**src/inc/spi_opt_defines.svh**
```systemverilog
// offsets, field positions and reset values of the spi option/rate block
// Functional notes
// option register bits 7,6,5,2 read zero
// slave mode: select pin is select input
// master, fault detect off: pin to gpio
// master, fault detect on: spi owns pin
// single wire: driver follows bidir output enable
// two wire mode ignores bidir output enable
// two wire mode: separate in/out pins
// single wire slave uses slave data pin
// single wire master uses master data pin
// wait stop bit halts clocks in wait
// rate register accessible at any time
// prescale divides by code plus one
// second divider divides by 2^(code+1)
// master bit clock is second divider output
// select output enable picks fault in/out
`ifndef SPI_OPT_DEFINES_SVH
`define SPI_OPT_DEFINES_SVH
// register byte offsets
`define OPT_CTRL_OFS  8'h00
`define RATE_SEL_OFS  8'h04
`define MODE_CTRL_OFS 8'h08
`define PIN_STAT_OFS  8'h0C
// option control fields
`define OPT_FDE_BIT   4
`define OPT_BOE_BIT   3
`define OPT_WCS_BIT   1
`define OPT_SWS_BIT   0
`define OPT_CTRL_MASK 8'h1B
// bit rate fields
`define RATE_PRE_LSB  4
`define RATE_DIV_LSB  0
`define RATE_SEL_MASK 8'h77
// mode control fields
`define MODE_MS_BIT   0
`define MODE_SOE_BIT  1
`define MODE_CTRL_MASK 8'h03
// reset values
`define OPT_CTRL_RST  8'h00
`define RATE_SEL_RST  8'h00
`define MODE_CTRL_RST 8'h00
// axi responses
`define RESP_OKAY     2'h0
`define RESP_SLVERR   2'h2
`endif

```
**src/inc/spi_opt_pkg.sv**
```systemverilog
// types shared by the spi option and rate block
package spi_opt_pkg;
  // register selected by an address
  typedef enum logic [2:0] {
    REG_OPT, REG_RATE, REG_MODE, REG_STAT, REG_NONE
  } reg_sel_t;
  // function of the slave select pin
  typedef enum logic [1:0] {
    SS_SLAVE_IN, SS_GPIO, SS_FAULT_IN, SS_AUTO_OUT
  } ss_role_t;
endpackage : spi_opt_pkg

```
**src/logic/rate_divider.sv**
```systemverilog
// two stage bit rate divider: prescaler then power of two divider
`timescale 1ns/1ps
module rate_divider #(
  parameter int PRE_W = 3,
  parameter int DIV_W = 3
) (
  // clock and reset
  input  wire logic             aclk,
  input  wire logic             aresetn,
  // control
  input  wire logic             run,
  input  wire logic [PRE_W-1:0] prescale_code,
  input  wire logic [DIV_W-1:0] rate_divider_code,
  // one cycle pulse at the bit rate
  output logic                  tick
);
  import spi_opt_pkg::*;

  localparam int CNT_W = 2 ** DIV_W;

  // whole module state
  typedef struct packed {
    logic [PRE_W-1:0] pre_cnt;  // prescale count
    logic [CNT_W-1:0] div_cnt;  // divider count
    logic             tick;     // bit rate pulse
  } div_state_t;

  div_state_t s;
  div_state_t n;

  // last count of the divider for a code
  function automatic logic [CNT_W-1:0] div_limit(
    input logic [DIV_W-1:0] c
  );
    logic [CNT_W:0] w;
    w = ((CNT_W+1)'(2) << c) - (CNT_W+1)'(1);
    return w[CNT_W-1:0];
  endfunction : div_limit

  // next state; >= so a lowered code never runs past its limit
  always_comb begin
    n = s;
    n.tick = 1'b0;
    if (!run) begin
      n.pre_cnt = '0;
      n.div_cnt = '0;
    end else if (s.pre_cnt >= prescale_code) begin
      n.pre_cnt = '0;
      if (s.div_cnt >= div_limit(rate_divider_code)) begin
        n.div_cnt = '0;
        n.tick = 1'b1;
      end else begin
        n.div_cnt = s.div_cnt + CNT_W'(1);
      end
    end else begin
      n.pre_cnt = s.pre_cnt + PRE_W'(1);
    end
  end

  // state register
  always_ff @(posedge aclk) begin
    if (!aresetn) begin
      s <= '0;
    end else begin
      s <= n;
    end
  end

  assign tick = s.tick;
endmodule : rate_divider

```
**src/logic/spi_option_baud.sv**
```systemverilog
// spi option control and bit rate generation with an axi4-lite slave
//
// The placing of the registers and the AXI4-Lite slave port were left to the implementer.
`timescale 1ns/1ps
`include "spi_opt_defines.svh"
module spi_option_baud #(
  parameter int ADDR_W = 4
) (
  // clock and reset
  input  wire logic              aclk,
  input  wire logic              aresetn,
  // axi4-lite write address
  input  wire logic              awvalid,
  output logic                   awready,
  input  wire logic [ADDR_W-1:0] awaddr,
  input  wire logic [2:0]        awprot,
  // axi4-lite write data
  input  wire logic              wvalid,
  output logic                   wready,
  input  wire logic [31:0]       wdata,
  input  wire logic [3:0]        wstrb,
  // axi4-lite write response
  output logic                   bvalid,
  input  wire logic              bready,
  output logic [1:0]             bresp,
  // axi4-lite read address
  input  wire logic              arvalid,
  output logic                   arready,
  input  wire logic [ADDR_W-1:0] araddr,
  input  wire logic [2:0]        arprot,
  // axi4-lite read data
  output logic                   rvalid,
  input  wire logic              rready,
  output logic [31:0]            rdata,
  output logic [1:0]             rresp,
  // processor state
  input  wire logic              cpu_wait,
  // slave select pin level, asynchronous
  input  wire logic              ss_pin_in,
  // slave select pin function
  output spi_opt_pkg::ss_role_t  ss_role,
  output logic                   ss_out_en,
  output logic                   ss_slave_active,
  output logic                   ss_fault_low,
  // data pin functions
  output logic                   mosi_out_en,
  output logic                   miso_out_en,
  output logic                   mosi_in_sel,
  output logic                   miso_in_sel,
  output logic                   mosi_gpio,
  output logic                   miso_gpio,
  // clocks to the rest of the unit
  output logic                   spi_clk_run,
  output logic                   bit_rate_tick
);
  import spi_opt_pkg::*;

  // whole module state
  typedef struct packed {
    logic              ss_s1;     // select pin sync stage 1
    logic              ss_s2;     // select pin sync stage 2
    logic              ss_s3;     // select pin sync stage 3
    logic              ss_lvl;    // filtered select level
    logic [7:0]        opt;       // option control register
    logic [7:0]        rate;      // bit rate select register
    logic [7:0]        mode;      // mode control register
    logic              aw_got;    // write address held
    logic              w_got;     // write data held
    logic [ADDR_W-1:0] wa;        // held write address
    logic [7:0]        wd;        // held write data
    logic              wstb;      // held low lane strobe
    logic              awready;   // address ready
    logic              wready;    // data ready
    logic              bvalid;    // response valid
    logic [1:0]        bresp;     // response code
    logic              arready;   // read address ready
    logic              rvalid;    // read data valid
    logic [7:0]        rdata;     // read data low byte
    logic [1:0]        rresp;     // read response code
    reg_sel_t          rsel;      // register last read
    ss_role_t          ss_role;   // select pin function
    logic              ss_out_en; // select driven as output
    logic              ss_act;    // selected as slave
    logic              ss_flt;    // fault input low
    logic              mosi_oe;   // master data pin driver
    logic              miso_oe;   // slave data pin driver
    logic              mosi_in;   // data in from master pin
    logic              miso_in;   // data in from slave pin
    logic              mosi_gp;   // master pin released
    logic              miso_gp;   // slave pin released
    logic              clk_run;   // unit clocks running
    logic              run;       // bit rate divider runs
  } opt_state_t;

  opt_state_t s;
  opt_state_t n;
  logic       wr_go;    // held write is performed
  reg_sel_t   wsel;     // register of held write
  reg_sel_t   rsel_in;  // register of read request
  logic       master;   // master operation
  logic       single;   // single wire operation
  logic       boe;      // bidir output enable
  logic       fde;      // fault detect enable
  logic       soe;      // select output enable
  logic [7:0] status;   // pin status byte

  // byte address to register, shared by both channels
  function automatic reg_sel_t decode(input logic [ADDR_W-1:0] a);
    if (a == ADDR_W'(`OPT_CTRL_OFS)) begin
      return REG_OPT;
    end else if (a == ADDR_W'(`RATE_SEL_OFS)) begin
      return REG_RATE;
    end else if (a == ADDR_W'(`MODE_CTRL_OFS)) begin
      return REG_MODE;
    end else if (a == ADDR_W'(`PIN_STAT_OFS)) begin
      return REG_STAT;
    end
    return REG_NONE;
  endfunction : decode

  // configuration taken from the registers
  assign master = s.mode[`MODE_MS_BIT];
  assign soe    = s.mode[`MODE_SOE_BIT];
  assign fde    = s.opt[`OPT_FDE_BIT];
  assign boe    = s.opt[`OPT_BOE_BIT];
  assign single = s.opt[`OPT_SWS_BIT];
  assign status = {1'b0, s.ss_lvl, s.mosi_oe | s.miso_oe, single,
                   s.ss_out_en, s.ss_flt, s.mosi_gp | s.miso_gp,
                   s.clk_run};

  // next state of the whole block
  always_comb begin
    n = s;
    wr_go = 1'b0;
    wsel = decode(s.wa);
    rsel_in = decode(araddr);
    // three stage sync; level moves once stages 2 and 3 agree
    n.ss_s1 = ss_pin_in;
    n.ss_s2 = s.ss_s1;
    n.ss_s3 = s.ss_s2;
    if (s.ss_s2 == s.ss_s3) begin
      n.ss_lvl = s.ss_s3;
    end
    // take write address and data in either order
    if (awvalid && s.awready) begin
      n.aw_got = 1'b1;
      n.wa = awaddr;
    end
    if (wvalid && s.wready) begin
      n.w_got = 1'b1;
      n.wd = wdata[7:0];
      n.wstb = wstrb[0];
    end
    // response taken by master
    if (s.bvalid && bready) begin
      n.bvalid = 1'b0;
    end
    // perform write once both halves are held
    if (s.aw_got && s.w_got && !s.bvalid) begin
      wr_go = 1'b1;
      n.aw_got = 1'b0;
      n.w_got = 1'b0;
      n.bvalid = 1'b1;
      n.bresp = (wsel == REG_NONE) ? `RESP_SLVERR : `RESP_OKAY;
      if (s.wstb) begin
        unique case (wsel)
          REG_OPT: begin
            n.opt = s.wd & `OPT_CTRL_MASK;
          end
          REG_RATE: begin
            n.rate = s.wd & `RATE_SEL_MASK;
          end
          REG_MODE: begin
            n.mode = s.wd & `MODE_CTRL_MASK;
          end
          REG_STAT: begin
            // read only, write ignored
          end
          REG_NONE: begin
            // unmapped, answered with error
          end
        endcase
      end
    end
    n.awready = !n.aw_got && !n.bvalid;
    n.wready = !n.w_got && !n.bvalid;
    // read channel, answered one cycle after the request
    if (s.rvalid && rready) begin
      n.rvalid = 1'b0;
    end
    if (arvalid && s.arready) begin
      n.rvalid = 1'b1;
      n.rsel = rsel_in;
      n.rresp = (rsel_in == REG_NONE) ? `RESP_SLVERR : `RESP_OKAY;
      unique case (rsel_in)
        REG_OPT: begin
          n.rdata = s.opt & `OPT_CTRL_MASK;
        end
        REG_RATE: begin
          n.rdata = s.rate;
        end
        REG_MODE: begin
          n.rdata = s.mode;
        end
        REG_STAT: begin
          n.rdata = status;
        end
        REG_NONE: begin
          n.rdata = 8'h00;
        end
      endcase
    end
    n.arready = !n.rvalid;
    // slave select pin function
    if (!master) begin
      n.ss_role = SS_SLAVE_IN;
    end else if (!fde) begin
      n.ss_role = SS_GPIO;
    end else if (!soe) begin
      n.ss_role = SS_FAULT_IN;
    end else begin
      n.ss_role = SS_AUTO_OUT;
    end
    n.ss_out_en = master && fde && soe;
    n.ss_act = !master && !s.ss_lvl;
    n.ss_flt = master && fde && !soe && !s.ss_lvl;
    // data pin functions
    if (!single) begin
      // separate pins, bidir enable has no say
      n.mosi_oe = master;
      n.miso_oe = !master;
      n.mosi_in = !master;
      n.miso_in = master;
      n.mosi_gp = 1'b0;
      n.miso_gp = 1'b0;
    end else if (master) begin
      // shared data on the master pin
      n.mosi_oe = boe;
      n.miso_oe = 1'b0;
      n.mosi_in = 1'b1;
      n.miso_in = 1'b0;
      n.mosi_gp = 1'b0;
      n.miso_gp = 1'b1;
    end else begin
      // shared data on the slave pin
      n.mosi_oe = 1'b0;
      n.miso_oe = boe;
      n.mosi_in = 1'b0;
      n.miso_in = 1'b1;
      n.mosi_gp = 1'b1;
      n.miso_gp = 1'b0;
    end
    // clocks halt in wait only when asked to
    n.clk_run = !(s.opt[`OPT_WCS_BIT] && cpu_wait);
    n.run = master && n.clk_run;
  end

  // state register
  always_ff @(posedge aclk) begin
    if (!aresetn) begin
      s <= '0;
      s.ss_s1 <= 1'b1;
      s.ss_s2 <= 1'b1;
      s.ss_s3 <= 1'b1;
      s.ss_lvl <= 1'b1;
      s.opt <= `OPT_CTRL_RST;
      s.rate <= `RATE_SEL_RST;
      s.mode <= `MODE_CTRL_RST;
      s.rsel <= REG_NONE;
      s.ss_role <= SS_SLAVE_IN;
      s.miso_oe <= 1'b1;
      s.mosi_in <= 1'b1;
      s.clk_run <= 1'b1;
    end else begin
      s <= n;
    end
  end

  // master bit rate from prescaler and power of two divider
  rate_divider #(
    .PRE_W (3),
    .DIV_W (3)
  ) u_rate (
    .aclk              (aclk),
    .aresetn           (aresetn),
    .run               (s.run),
    .prescale_code     (s.rate[`RATE_PRE_LSB +: 3]),
    .rate_divider_code (s.rate[`RATE_DIV_LSB +: 3]),
    .tick              (bit_rate_tick)
  );

  // outputs straight from the state register
  assign awready         = s.awready;
  assign wready          = s.wready;
  assign bvalid          = s.bvalid;
  assign bresp           = s.bresp;
  assign arready         = s.arready;
  assign rvalid          = s.rvalid;
  assign rdata           = {24'h000000, s.rdata};
  assign rresp           = s.rresp;
  assign ss_role         = s.ss_role;
  assign ss_out_en       = s.ss_out_en;
  assign ss_slave_active = s.ss_act;
  assign ss_fault_low    = s.ss_flt;
  assign mosi_out_en     = s.mosi_oe;
  assign miso_out_en     = s.miso_oe;
  assign mosi_in_sel     = s.mosi_in;
  assign miso_in_sel     = s.miso_in;
  assign mosi_gpio       = s.mosi_gp;
  assign miso_gpio       = s.miso_gp;
  assign spi_clk_run     = s.clk_run;

  // checking helpers: cycles between bit ticks
  logic [11:0] gap;       // cycles since last tick
  logic        clean;     // settings stable since a tick
  logic [7:0]  prev_rate; // rate register one cycle ago
  logic [11:0] period;    // expected tick spacing

  assign period = (12'(s.rate[`RATE_PRE_LSB +: 3]) + 12'h001)
                  << (12'(s.rate[`RATE_DIV_LSB +: 3]) + 12'h001);

  // helper counter
  always_ff @(posedge aclk) begin
    if (!aresetn) begin
      gap <= 12'h000;
      clean <= 1'b0;
      prev_rate <= 8'h00;
    end else begin
      prev_rate <= s.rate;
      if (!s.run || prev_rate != s.rate) begin
        gap <= 12'h000;
        clean <= 1'b0;
      end else if (bit_rate_tick) begin
        gap <= 12'h000;
        clean <= 1'b1;
      end else begin
        gap <= gap + 12'h001;
      end
    end
  end
endmodule : spi_option_baud

```
**config.mk**
```make
export PLATFORM = sky130hd
export DESIGN_NAME = spi_option_baud
export DESIGN_NICKNAME = d
export VERILOG_FILES = /design/src/inc/spi_opt_pkg.sv /design/src/logic/rate_divider.sv /design/src/logic/spi_option_baud.sv
export VERILOG_INCLUDE_DIRS = /design/src /design/src/inc
export SDC_FILE = /design/constraint.sdc
export NUM_CORES = 1
export LEC_CHECK = 0
export BUFFER_PORTS_ARGS = -buffer_cell sky130_fd_sc_hd__buf_2
export CAP_MARGIN = 0
export CORE_MARGIN = 4
export CORE_UTILIZATION = 40
export DETAILED_ROUTE_END_ITERATION = 7
export GPL_TIMING_DRIVEN = 1
export PLACE_DENSITY = 0.66
export SETUP_SLACK_MARGIN = 0.02
export SYNTH_ARGS = -nofsm -noshare
export SYNTH_HDL_FRONTEND = slang
export SYNTH_SLANG_ARGS = --single-unit
```
**constraint.sdc**
```tcl
create_clock -name aclk -period 2.92 [get_ports aclk]
set_input_delay 0.146 -clock aclk [delete_from_list [all_inputs] [get_ports aclk]]
set_output_delay 0.146 -clock aclk [all_outputs]
set_load 0.02 [all_outputs]
```
# Word level (Yosys, flattened, before mapping)

Cells that the tools add are included.

Add/subtract/negate cells: 3
Magnitude comparators: 2
Equality and inequality tests: 14
Shifts and indexed selects: 1
Multiplexer cells: 34
Bitwise gates (word level): 4
Reduce and logical (&&, ||, !) cells: 38

Operator list:

| kind                                                                | count |
|---|---|
| 8-bit case mux with 5 select lines                                  | 1 |
| 3-bit two-way mux                                                   | 11 |
| 4-bit == test (second input constant)                               | 4 |
| 1-bit logical AND                                                   | 16 |
| 1-bit two-way mux                                                   | 15 |
| 3-bit AND reduction                                                 | 5 |
| 14-bit two-way mux                                                  | 1 |
| 6-bit two-way mux                                                   | 2 |
| 3-bit by 2-bit == test with 1-bit output (second input constant)    | 3 |
| 1-bit logical NOT                                                   | 9 |
| 8-bit by 1-bit adder with 8-bit output (second input constant)      | 1 |
| 4-bit by 3-bit == test with 1-bit output (second input constant)    | 2 |
| 8-bit >= comparator                                                 | 1 |
| 4-bit logical NOT                                                   | 2 |
| 8-bit two-way mux                                                   | 1 |
| 2-bit by 3-bit << shifter with 8-bit output (first input constant)  | 1 |
| 8-bit by 2-bit subtractor with 8-bit output (second input constant) | 1 |
| 3-bit by 1-bit == test with 1-bit output (second input constant)    | 2 |
| 3-bit == test (second input constant)                               | 2 |
| 3-bit logical NOT                                                   | 2 |
| 2-bit two-way mux                                                   | 3 |
| 2-bit AND reduction                                                 | 3 |
| 3-bit by 1-bit adder with 3-bit output (second input constant)      | 1 |
| 3-bit >= comparator                                                 | 1 |
| other kinds (4)                                                     | 6 |

Register bits: 75
Input bits: 59
Output and inout port bits: 54

# Logic depth before layout (Yosys ltp)

Gate-level depths: netlist of the first run.

Depth in word-level cells: 11
Gate-level depth with buffers: 14
Mapped depth without buffers: 12

# Hierarchy

Synthesis of the first run repeated with hierarchy kept, for this count alone.

Cell total of the unflattened synthesis: 362
Area, all modules: 3306.9 sq um

Modules (own cells, without submodules):

| module          | instances | cells an instance | area an instance (sq um) | seq. area each (sq um) |
|---|---|---|---|---|
| spi_option_baud | 1         | 269               | 2426.1                   | 1141.1 |
| rate_divider    | 1         | 93                | 880.8                    | 240.2 |

# Worst setup path after synthesis of the first run

OpenSTA, ideal clock, no wires.

Kind: flip-flop to flip-flop
Start: reg s[56] in the netlist's numbering
End: reg u_rate.s[4] in the netlist's numbering
Data arrival time: 2.581 ns
Required time: 2.827 ns
Slack: 0.246 ns
Cell stages (with the launch flop): 14
Buffers on the path: 2
Cell sequence: dfxtp_1 -> clkbuf_1 -> or3_1 -> ha_1 -> clkbuf_1 -> xor2_1 -> nor2_1 -> a21oi_1 -> ha_1 -> a21oi_1 -> o21ai_0 -> a211oi_4 -> nand2_2 -> o311ai_2

Cells in the longest elaborated chain, start to end: 4

Ends and longest elaborated chain:

| item                                        | RTL line               | source |
|---|---|---|
| from (decl)                                 | spi_option_baud.sv:95  | `opt_state_t s;` |
| from (signal assigned)                      | spi_option_baud.sv:275 | `s <= n;` |
| 2-bit by 3-bit << shifter with 8-bit output | rate_divider.sv:36     | `w = ((CNT_W+1)'(2) << c) - (CNT_W+1)'(1);` |
| 8-bit by 2-bit subtractor with 8-bit output | rate_divider.sv:36     |  |
| 8-bit >= comparator                         | rate_divider.sv:49     | `if (s.div_cnt >= div_limit(rate_divider_code)) begin` |
| 8-bit two-way mux                           | rate_divider.sv:49     |  |
| to (signal assigned)                        | rate_divider.sv:65     | `s <= n;` |
| to (decl)                                   | rate_divider.sv:28     | `div_state_t s;` |

No other way between the ends.
A chain may end at the register's enable or synchronous reset.

# Worst setup path after layout of the first run

Start: reg s[57] in the netlist's numbering
End: reg u_rate.s[4] in the netlist's numbering

Same word-level chain as after synthesis.

==> summary.md, run 1 <==
| Metric | Value |
|---|---|
| Outcome | `finished clean` |
| Number of global-route vias before repair | `about 2,200` |
| Post-synth top area cell | `dfxtp_1` |
| CTS Buffer Depth | `2` |
| Maximum clock frequency | `around 370 MHz` |
| Fillers | `751` |
| Clk root buf | `clkbuf_8` |
| Final min period | `2.71 ns` |
| Async set or reset register ratio after synthesis | `0%` |
| Diodes inserted | `0` |
| Vias/cell | `4.73` |
| Met2 wire length | `2.98 mm` |
| Buf+Inv Stages, Crit Path | `1` |
| Unrepaired setup endpoints after global routing | `false` |
| Clock power share | `roughly two fifths` |
| Vias post-DR | `roughly 2,400` |
| CP peak stage delay | `0.41 ns` |
| CTS tree | `built` |
| Sw Share | `about a quarter` |
| Routed WL | `6.19 mm` |
| Antenna-violating nets left | `0` |
| DIE HEIGHT | `98.0 µm` |
| Power density over cell area | `504 nW/µm²` |
| Top cells by area, synth | `dfxtp_1, buf_4, ha_1, nand2_1, mux2i_1` |
| Hold Path Depth | `2` |
| Global-route wire length before repair | `10.4 mm` |
| Mapped cell area | `3240 µm²` |
| Placed Instances | `486` |
| Netlist cell types | `44` |
| Worst reg2reg endpoint | `u_rate.s[4]$_SDFFE_PN0P_` |
| WHS Endpoint | `spi_clk_run$_SDFF_PN1_` |
| TritonCTS Buffers | `9` |
| Die X | `98.0 µm` |
| Synth top area share | `42.6%` |
| Setup TNS | `0 ns` |
| CP max FO | `8` |
| Post-synth top flop | `dfxtp_1` |
| Total GRT Usage | `between 10% and 20%` |
| Gpl congestion | `0.826` |
| Int Pwr | `approximately 1.4 mW` |
| Seq pwr share | `approximately 53%` |
| Synth warnings | `0` |
| Seq/Total Area, Yosys | `between 40% and 50%` |
| Hold Crit Class | `in2reg` |
| Number of DRC markers in iteration 0 | `95` |
| Critical R2R Launch | `s[57]$_SDFFE_PN0P_` |
| Met3 WL | `368 µm` |
| Final Hold Viols | `0` |
| Avg Inst Size Synth | `9.11 µm²` |
| Layout cells sized above 1 | `19.9%` |
| Congestion Overflow GR | `0` |
| H-tree Lvls | `3` |
| Area Overhead vs Synth | `11.3%` |
| Most frequent cells after synthesis | `dfxtp_1, nand2_1, buf_4, nor2b_1, nor2_1` |
| Post-DP HPWL | `4.68 mm` |
| Worst R2R Path Depth | `12` |
| Starting Density | `41.5%` |
| Power share of the combinational group | `~6.7%` |
| Nets@finish | `469` |
| IO buf count | `51` |
| DRC | `0` |
| Net Switching | `0.458 mW` |
| CP endpoint kind | `flip-flop` |
| CP max-delay cell | `dfxtp_1` |
| Clock slew at reported path FFs | `0.08 ns` |
| R2r setup slk | `just over 0.2 ns` |
| Number of synthesized flops with an enable pin | `0` |
| Crit path arrival time | `2.97 ns` |
| Startpoint Class | `flip-flop` |
| Clk_lat worst skew | `approximately 0.34 ns` |
| Synth Register Bits | `69` |
| Slew headroom | `~59%` |
| Max cap viols | `0` |
| Leak Pwr | `1.61 nW` |
| Worst vdd ir | `~0.28 mV` |
| HP Start | `cpu_wait` |
| Overall Power | `approximately 1.8 mW` |
| Clock tree sinks | `69` |
| Synth Instances | `356` |
| Worst path top cell family by delay | `compound AO/OA/AOI/OAI gates` |
| Setup violations, final | `0` |
| WS Path Type | `reg2reg` |
| Most common cell in the synthesized netlist | `dfxtp_1` |
| Largest net degree at the start of global routing | `53` |
| Slew of the pin with the lowest slew margin | `roughly 0.60 ns` |
| CP Cell Sequence | `or3_1, ha_1, nor3_1, a21o_1, a21oi_1, ha_1, a21oi_1, o21ai_1, a211oi_4, buf_4, nand3_1, o311ai_2` |
| Initial antenna violation count | `0` |
| Worst Skew | `0.0104 ns` |
| Final Non-Filler Cells | `504` |
| Routed wire per std cell | `12.3 µm` |
| Top sig layer | `met4` |
| Die area | `9610 µm²` |
| Io pins | `113` |
| First-pass iteration count of the detailed router | `4` |
| Metal-1 WL | `2.77 mm` |
| Critical Path RT | `3.17 ns` |
| Final Cycle Share | `92.9%` |
| Num rows | `32` |
| Core area | `~7800 µm²` |
| Max-slew violation count | `0` |
## repair_timing
| item | CTS | global route |
|---|---|---|
| resized for setup | 0 | 1 |
| hold endpoints to repair | 1 | 0 |
| buffers inserted | 0 | 1 |
| hold buffers | 1 | 0 |
| endpoints found under the setup margin | 0 | 6 |
## cell type report
class	count	area (µm²)	share of cell area [%]
Inverter	9	33.8	0.936
Sequential cell	69	1380	38.3
Multi-Input combinational cell	252	1580	43.7
Clock buffer	11	151	4.19
Timing Repair Buffer	56	295	8.18
Tap cell	102	128	3.54
Clock inverter	5	42.5	1.18
## through the flow
stage | cell area (µm²) | hold slack (ns) | worst slack, ns | utilization [%]
2_1_floorplan | 3340 | 0.231 | 0.246 | -
3_3_place_gp | 3400 | 0.324 | 0.203 | 43.5
3_5_place_dp | 3400 | 0.332 | 0.0955 | 43.5
4_1_cts | 3600 | 0.0103 | 0.0652 | 46.1
5_1_grt | 3610 | 0.0116 | 0.0570 | 46.2
6_report | 3610 | 0.0236 | 0.208 | 46.2
## placed cells by master, fill, tap and decap left out, types with 3 or more instances in the layout
| cell type | count |
|---|---|
| clkbuf_8 | 11 |
| conb_1 | 27 |
| a21boi_0 | 14 |
| xor2_1 | 5 |
| nand4_1 | 4 |
| a22oi_1 | 5 |
| buf_2 | 51 |
| and2_1 | 6 |
| nor2_1 | 19 |
| nor3b_1 | 3 |
| nand2_1 | 41 |
| o21ai_0 | 5 |
| nor3_1 | 6 |
| mux2i_1 | 15 |
| dfxtp_1 | 69 |
| nand2b_1 | 4 |
| nand3_1 | 12 |
| a21oi_1 | 16 |
| nor2b_1 | 22 |
| o21ai_1 | 3 |
| inv_1 | 9 |
| buf_4 | 4 |
| and3_1 | 8 |
| ha_1 | 13 |
## state kept, by name, indices dropped and copies added (netlist names), 2 cells and up
signal    flops
s            26
u_rate.s     11
rdata         7
n             2
ss_role       2
## worst max-delay path by stage
stage                             from                  endpoint  slack, ns  cells past startpoint
floorplan           s[56]$_SDFFE_PN0P_  u_rate.s[4]$_SDFFE_PN0P_       0.25                     13
global placement    s[57]$_SDFFE_PN0P_  u_rate.s[4]$_SDFFE_PN0P_       0.20                     11
detailed placement  s[57]$_SDFFE_PN0P_  u_rate.s[7]$_SDFFE_PN0P_        0.1                     11
CTS                 s[57]$_SDFFE_PN0P_  u_rate.s[7]$_SDFFE_PN0P_       0.07                     11
global route        s[57]$_SDFFE_PN0P_  u_rate.s[4]$_SDFFE_PN0P_       0.06                     12
finish              s[57]$_SDFFE_PN0P_  u_rate.s[4]$_SDFFE_PN0P_       0.21                     12
## logic make-up (layout without fill, tap and decap cells)
kind of cell	Yosys count	after routing	share of synthesized area (%)
xor+xnor	7	7	1.89
simple gates	137	137	21.8
buf+inv	61	81	11.8
other cells	1	27	0.116
fa+ha+maj	13	13	5.02
compound gates	51	51	10.8
flops	69	69	42.6
mux	17	17	6.02
## layer usage
layer,track usage [%],up-vias
li1,-,1214
met1,17.0,1090
met2,21.3,68
met3,4.21,11
met4,3.83,0
met5,0,-
## power by group through the flow
stage                     Sequential, mW  Clock, mW  Combinational [mW]
after floorplan                    0.997          0               0.111
after global placement             0.994          0               0.119
after detailed placement           0.994          0               0.120
after CTS                          0.972      0.750               0.122
after global routing               0.975      0.788               0.135
final                              0.972      0.726               0.122
(Power assumes the default switching activity.)
==> run 2: changes to the inputs <==
--- a/config.mk
+++ b/config.mk
@@ -8,10 +8,12 @@
 export LEC_CHECK = 0
 export BUFFER_PORTS_ARGS = -buffer_cell sky130_fd_sc_hd__buf_2
 export CAP_MARGIN = 0
+export CORE_ASPECT_RATIO = 1.75
 export CORE_MARGIN = 4
 export CORE_UTILIZATION = 40
 export DETAILED_ROUTE_END_ITERATION = 7
 export GPL_TIMING_DRIVEN = 1
+export MAX_ROUTING_LAYER = met4
 export PLACE_DENSITY = 0.66
 export SETUP_SLACK_MARGIN = 0.02
 export SYNTH_ARGS = -nofsm -noshare
==> run 2 against run 1 <==
Effect of this change:
- critical path depth fell by 1
- count of clock-buffer cells in the layout rose by 3
- clock skew decreased by 0.0029 ns
- via count grew 0.63%
- combinational power about the same
- final area up 2.1%
- power increased by 15%
- largest cell class unchanged
- largest power group is now the clock network
==> summary.md, run 2 (synthesis results as in run 1) <==
| Metric | Value |
|---|---|
| CTS Buffer Depth | `2` |
| CP endpoint kind | `flip-flop` |
| DIE HEIGHT | `127 µm` |
| Sw Share | `21.8%` |
| Int Pwr | `1.64 mW` |
| Setup TNS | `0 ns` |
| Final Hold Viols | `0` |
| Nets@finish | `470` |
| Layout cells sized above 1 | `~19%` |
| Starting Density | `roughly 41%` |
| Number of DRC markers in iteration 0 | `73` |
| Post-DP HPWL | `5.09 mm` |
| Worst R2R Path Depth | `11` |
| H-tree Lvls | `3` |
| Crit path arrival time | `2.95 ns` |
| Most common cell after layout, fill and taps aside | `dfxtp_1` |
| Startpoint Class | `flip-flop` |
| Slew headroom | `between 60% and 70%` |
| Setup violations, final | `0` |
| Largest register FFs | `26` |
| Clk_lat worst skew | `0.33 ns` |
| Number of global-route vias before repair | `between 2,000 and 2,500` |
| Slew of the pin with the lowest slew margin | `0.592 ns` |
| Clk root buf | `clkbuf_16` |
| Finished Cell Area | `3690 µm²` |
| Congestion Overflow GR | `0` |
| First-pass iteration count of the detailed router | `4` |
| Met2 wire length | `3.66 mm` |
| Clock slew at reported path FFs | `0.06 ns` |
| Routed WL | `6.49 mm` |
| Power share of the combinational group | `5.8%` |
| Core area | `7910 µm²` |
| Total GRT Usage | `14.2%` |
| Antenna-violating nets left | `0` |
| Area Overhead vs Synth | `13.7%` |
| Top sig layer | `met4` |
| Leak Pwr | `around 1.7 nW` |
| Num rows | `43` |
| Seq pwr share | `46.5%` |
| Placed inst area | `3380 µm²` |
| IO buf count | `just over 50` |
| Die area | `~9700 µm²` |
| Final Cycle Share | `92.9%` |
| Diodes inserted | `0` |
| Final min period | `2.71 ns` |
| Met3 WL | `305 µm` |
| CP max FO | `8` |
| Initial antenna violation count | `0` |
| Hold Crit Class | `in2reg` |
| Largest net degree at the start of global routing | `53` |
| Clock power share | `47.7%` |
| Hold Path Depth | `2` |
| Max-slew violation count | `0` |
| Max cap viols | `0` |
| Most frequent cells in the layout | `dfxtp_1, buf_2, nand2_1` |
| Maximum clock frequency | `369 MHz` |
| Outcome | `finished clean` |
| TritonCTS Buffers | `9` |
| Critical Path RT | `3.15 ns` |
| Power density over cell area | `between 500 and 600 nW/µm²` |
| Global-route wire length before repair | `about 11 mm` |
| Net Switching | `0.456 mW` |
| Vias/cell | `4.87` |
| Routed wire per std cell | `13.2 µm` |
| Io pins | `113` |
| Vias post-DR | `around 2,400` |
| DRC | `0` |
| Die X | `76.1 µm` |
| Biggest register | `s` |
| Clock tree sinks | `69` |
| Unrepaired setup endpoints after global routing | `false` |
| Fillers | `~800` |
| Worst Skew | `0.00757 ns` |
| Worst vdd ir | `0.344 mV` |
| Gpl congestion | `0.795` |
| WS Path Type | `reg2reg` |
| Metal-1 WL | `about 2.3 mm` |
| CTS tree | `built` |
[run 2: final timing paths]
check	from	to	slack, ns
min	cpu_wait	spi_clk_run$_SDFF_PN1_	0.02
max reg2reg	s[57]$_SDFFE_PN0P_	u_rate.s[5]$_SDFFE_PN0P_	0.21
min reg2reg	n[74]$_SDFF_PN1_	n[73]$_SDFF_PN1_	0.41
max	s[57]$_SDFFE_PN0P_	u_rate.s[5]$_SDFFE_PN0P_	0.21
[run 2: layout make-up]
type	instances	area [µm²]	share of cell area, %
inverters	9	33.8	0.916
repair buffers	57	303	8.21
clock inverters	1	5.00	0.136
flip-flops and latches	69	1380	37.5
clock buffers	14	274	7.43
multi-input cells	252	1580	42.8
well taps	90	113	3.05
[run 2: layer usage]
layer  global-route usage [%]  vias up
li1                         -     1220
met1                     13.4     1111
met2                     26.1       54
met3                     3.53       13
met4                     7.62        0
met5                        -        -
[run 2: power groups by stage]
stage / Clock (mW) / Combinational, mW / Sequential, mW
after detailed placement: 0 / 0.120 / 0.995
after floorplan: 0 / 0.111 / 0.997
final: 1.00 / 0.121 / 0.975
after global placement: 0 / 0.118 / 0.994
after global routing: 1.07 / 0.134 / 0.977
after CTS: 1.03 / 0.121 / 0.975
[run 2: through the flow]
step | hold slack [ns] | utilization, % | total power, mW | cells | setup WS [ns]
final | 0.0237 | 46.6 | 2.10 | 492 | 0.207
after global routing | 0.0183 | 46.6 | 2.18 | 492 | 0.0156
after CTS | 0.0131 | 46.3 | 2.12 | 489 | 0.122
after detailed placement | 0.335 | 42.7 | 1.11 | 473 | 0.137
after global placement | 0.325 | 42.7 | 1.11 | 473 | 0.215
after floorplan | 0.231 | - | 1.11 | 382 | 0.246
[run 2: worst max-delay path: stages, from the launching register on]
cell and delay (ns):
dfxtp_1 0.38, or3_1 0.39, ha_1 0.28, nor3_1 0.16
a21o_1 0.10, a21oi_1 0.07, ha_1 0.31, a21oi_1 0.13
o21ai_1 0.13, a211oi_4 0.33, nand2_2 0.12, o31ai_1 0.23
[run 2: what timing repair did]
action                                  4_1_cts  5_1_grt
hold buffers                                  1        0
setup buffers                                 0        3
endpoints found under the setup margin        0        5
gates resized for setup                       0        1
endpoints found under the hold margin         1        0
==> run 3: changes to the inputs <==
--- a/config.mk
+++ b/config.mk
@@ -10,11 +10,11 @@
 export CAP_MARGIN = 0
 export CORE_ASPECT_RATIO = 1.75
 export CORE_MARGIN = 4
-export CORE_UTILIZATION = 40
+export CORE_UTILIZATION = 50
 export DETAILED_ROUTE_END_ITERATION = 7
 export GPL_TIMING_DRIVEN = 1
 export MAX_ROUTING_LAYER = met4
-export PLACE_DENSITY = 0.66
+export PLACE_DENSITY = 0.8
 export SETUP_SLACK_MARGIN = 0.02
 export SYNTH_ARGS = -nofsm -noshare
 export SYNTH_HDL_FRONTEND = slang
==> run 3 against run 2 <==
Effect of this change:
- global-route usage up 3.1 points
- power fell by 11%
- fmax is 0.57% lower
- combinational power hardly changed
- first-iteration DRC count is 14% higher
- core utilization up 11 points
- flip-flop and latch count stayed put
- die area decreased by 18%
- sequential share of layout area rose by 0.94 points
- final area is 2.4% lower
- critical path type unchanged
- highest routed layer unchanged
==> summary.md, run 3 (synthesis results as in run 1) <==
| Metric | Value |
|---|---|
| Overall Power | `1.86 mW` |
| Diodes inserted | `0` |
| Number of DRC markers in iteration 0 | `83` |
| Leak Pwr | `1.61 nW` |
| FF/Latch Area | `1380 µm²` |
| Worst Skew | `0.00574 ns` |
| Most common cell after layout, fill and taps aside | `dfxtp_1` |
| Multi-input gate area | `1580 µm²` |
| WS Path Type | `reg2reg` |
| Number of global-route vias before repair | `about 2,100` |
| Vias/cell | `roughly 4.9` |
| Starting Density | `51.7%` |
| Outcome | `finished clean` |
| Placed inst area | `between 3000 and 4000 µm²` |
| First-pass iteration count of the detailed router | `4` |
| Final Cycle Share | `93.5%` |
| Final min period | `2.73 ns` |
| Max cap viols | `0` |
| R2r setup slk | `roughly 0.19 ns` |
| Num rows | `38` |
| DRC | `0` |
| Fillers | `587` |
| Io pins | `113` |
| Worst vdd ir | `0.387 mV` |
| CP peak stage delay | `a little over 0.4 ns` |
| H-tree Lvls | `3` |
| Unrepaired setup endpoints after global routing | `false` |
| Largest net degree at the start of global routing | `54` |
| Vias post-DR | `2,371` |
| Nets@finish | `470` |
| Most frequent cells in the layout | `dfxtp_1, buf_2, nand2_1` |
| Finished Cell Area | `3600 µm²` |
| Largest register FFs | `26` |
| Biggest register | `s` |
| Layout cells sized above 1 | `19.7%` |
| Gpl congestion | `0.870` |
| Startpoint Class | `flip-flop` |
| Clock slew at reported path FFs | `0.07 ns` |
| Worst path top cell family by delay | `compound AO/OA/AOI/OAI gates` |
| Crit path arrival time | `about 3 ns` |
| Setup TNS | `0 ns` |
| CP endpoint kind | `flip-flop` |
| Routed wire per std cell | `12.8 µm` |
| Slew of the pin with the lowest slew margin | `approximately 0.61 ns` |
| Clock tree sinks | `69` |
| Utilization after layout | `a little under three fifths` |
| Core area | `6280 µm²` |
| Clk_lat worst skew | `0.34 ns` |
| CP max-delay cell | `dfxtp_1` |
| Power density over cell area | `518 nW/µm²` |
| Clk root buf | `clkbuf_8` |
| Antenna-violating nets left | `0` |
| Post-DP HPWL | `4.75 mm` |
| IO buf count | `51` |
| CP Cell Sequence | `or3_1, ha_1, nor3_1, a21o_1, a21oi_1, ha_1, a21oi_1, o21ai_1, a211oi_4, buf_4, nand3_1, o311ai_2` |
| Hold Crit Class | `in2reg` |
| Die area | `7890 µm²` |
| Die X | `between 60 and 70 µm` |
| Buf+Inv Stages, Crit Path | `1` |
| Slew headroom | `58.8%` |
| Routed WL | `6.15 mm` |
| Final Hold Viols | `0` |
| Area Overhead vs Synth | `10.9%` |
| CTS tree | `built` |
| CTS Buffer Depth | `2` |
| Global-route wire length before repair | `approximately 9.8 mm` |
| Setup violations, final | `0` |
| Critical Path RT | `3.17 ns` |
| Congestion Overflow GR | `0` |
| Maximum clock frequency | `366 MHz` |
| Initial antenna violation count | `0` |
| Max-slew violation count | `0` |
| DIE HEIGHT | `115 µm` |
| Total GRT Usage | `17.3%` |
| CP max FO | `8` |
| TritonCTS Buffers | `9` |
## run 3: cell types whose count changed in the layout (fill, tap and decap cells not counted)
cell,change
clkinvlp_4,+1
dlygate4sd3_1,+1
buf_4,-1
clkbuf_8,+8
bufinv_16,+1
clkinv_2,+1
clkbuf_16,-9
clkbuf_1,-2
## run 3: cell type report
| class | instances | share of cell area [%] |
|---|---|---|
| clock buffers | 11 | 4.21 |
| well taps | 80 | 2.78 |
| inverters | 9 | 0.939 |
| flip-flops and latches | 69 | 38.4 |
| multi-input cells | 252 | 43.9 |
| clock inverters | 4 | 1.32 |
| repair buffers | 57 | 8.49 |
## run 3: final timing paths
path                       from                       end  depth (start not counted)
max          s[58]$_SDFFE_PN0P_  u_rate.s[4]$_SDFFE_PN0P_                         12
min                    wdata[3]        s[37]$_SDFFE_PN0P_                          3
max reg2reg  s[58]$_SDFFE_PN0P_  u_rate.s[4]$_SDFFE_PN0P_                         12
min reg2reg    n[74]$_SDFF_PN1_          n[73]$_SDFF_PN1_                          1
## run 3: where the power goes
part | internal, mW | switching (mW) | leakage, nW
Sequential | 0.960 | 0.0132 | 0.559
Combinational | 0.0413 | 0.0805 | 0.954
Clock | 0.433 | 0.336 | 0.101
Total | 1.43 | 0.429 | 1.61
## run 3: routing by layer
layer  vias to the layer above  part of all wire, %  GRT usage [%]
met3                        10                  4.1           4.72
met2                        45                   56           30.0
met4                         0                  2.4           8.33
li1                       1216                    -              -
met5                         -                    0              -
met1                      1100                   37           17.1
## run 3: through the flow
step | setup WS [ns] | cells | hold WS [ns]
global route | 0.0950 | 482 | 0.0422
finish | 0.191 | 482 | 0.0508
detailed placement | 0.161 | 463 | 0.335
CTS | 0.135 | 480 | 0.0323
global placement | 0.233 | 463 | 0.327
floorplan | 0.246 | 382 | 0.231
## run 3: what timing repair did
| action | in CTS | in global routing |
|---|---|---|
| hold buffers | 2 | 0 |
| endpoints found under the setup margin | 0 | 1 |
| resized for setup | 0 | 1 |
| setup buffers | 0 | 2 |
| hold endpoints to repair | 2 | 0 |
## run 3: worst register-to-register path: stages, from the launching register on
cell	delay (ns)
dfxtp_1	0.41
or3_1	0.37
ha_1	0.28
nor3_1	0.16
a21o_1	0.11
a21oi_1	0.07
ha_1	0.31
a21oi_1	0.14
o21ai_1	0.13
a211oi_4	0.32
buf_4	0.17
nand3_1	0.09
o311ai_2	0.09
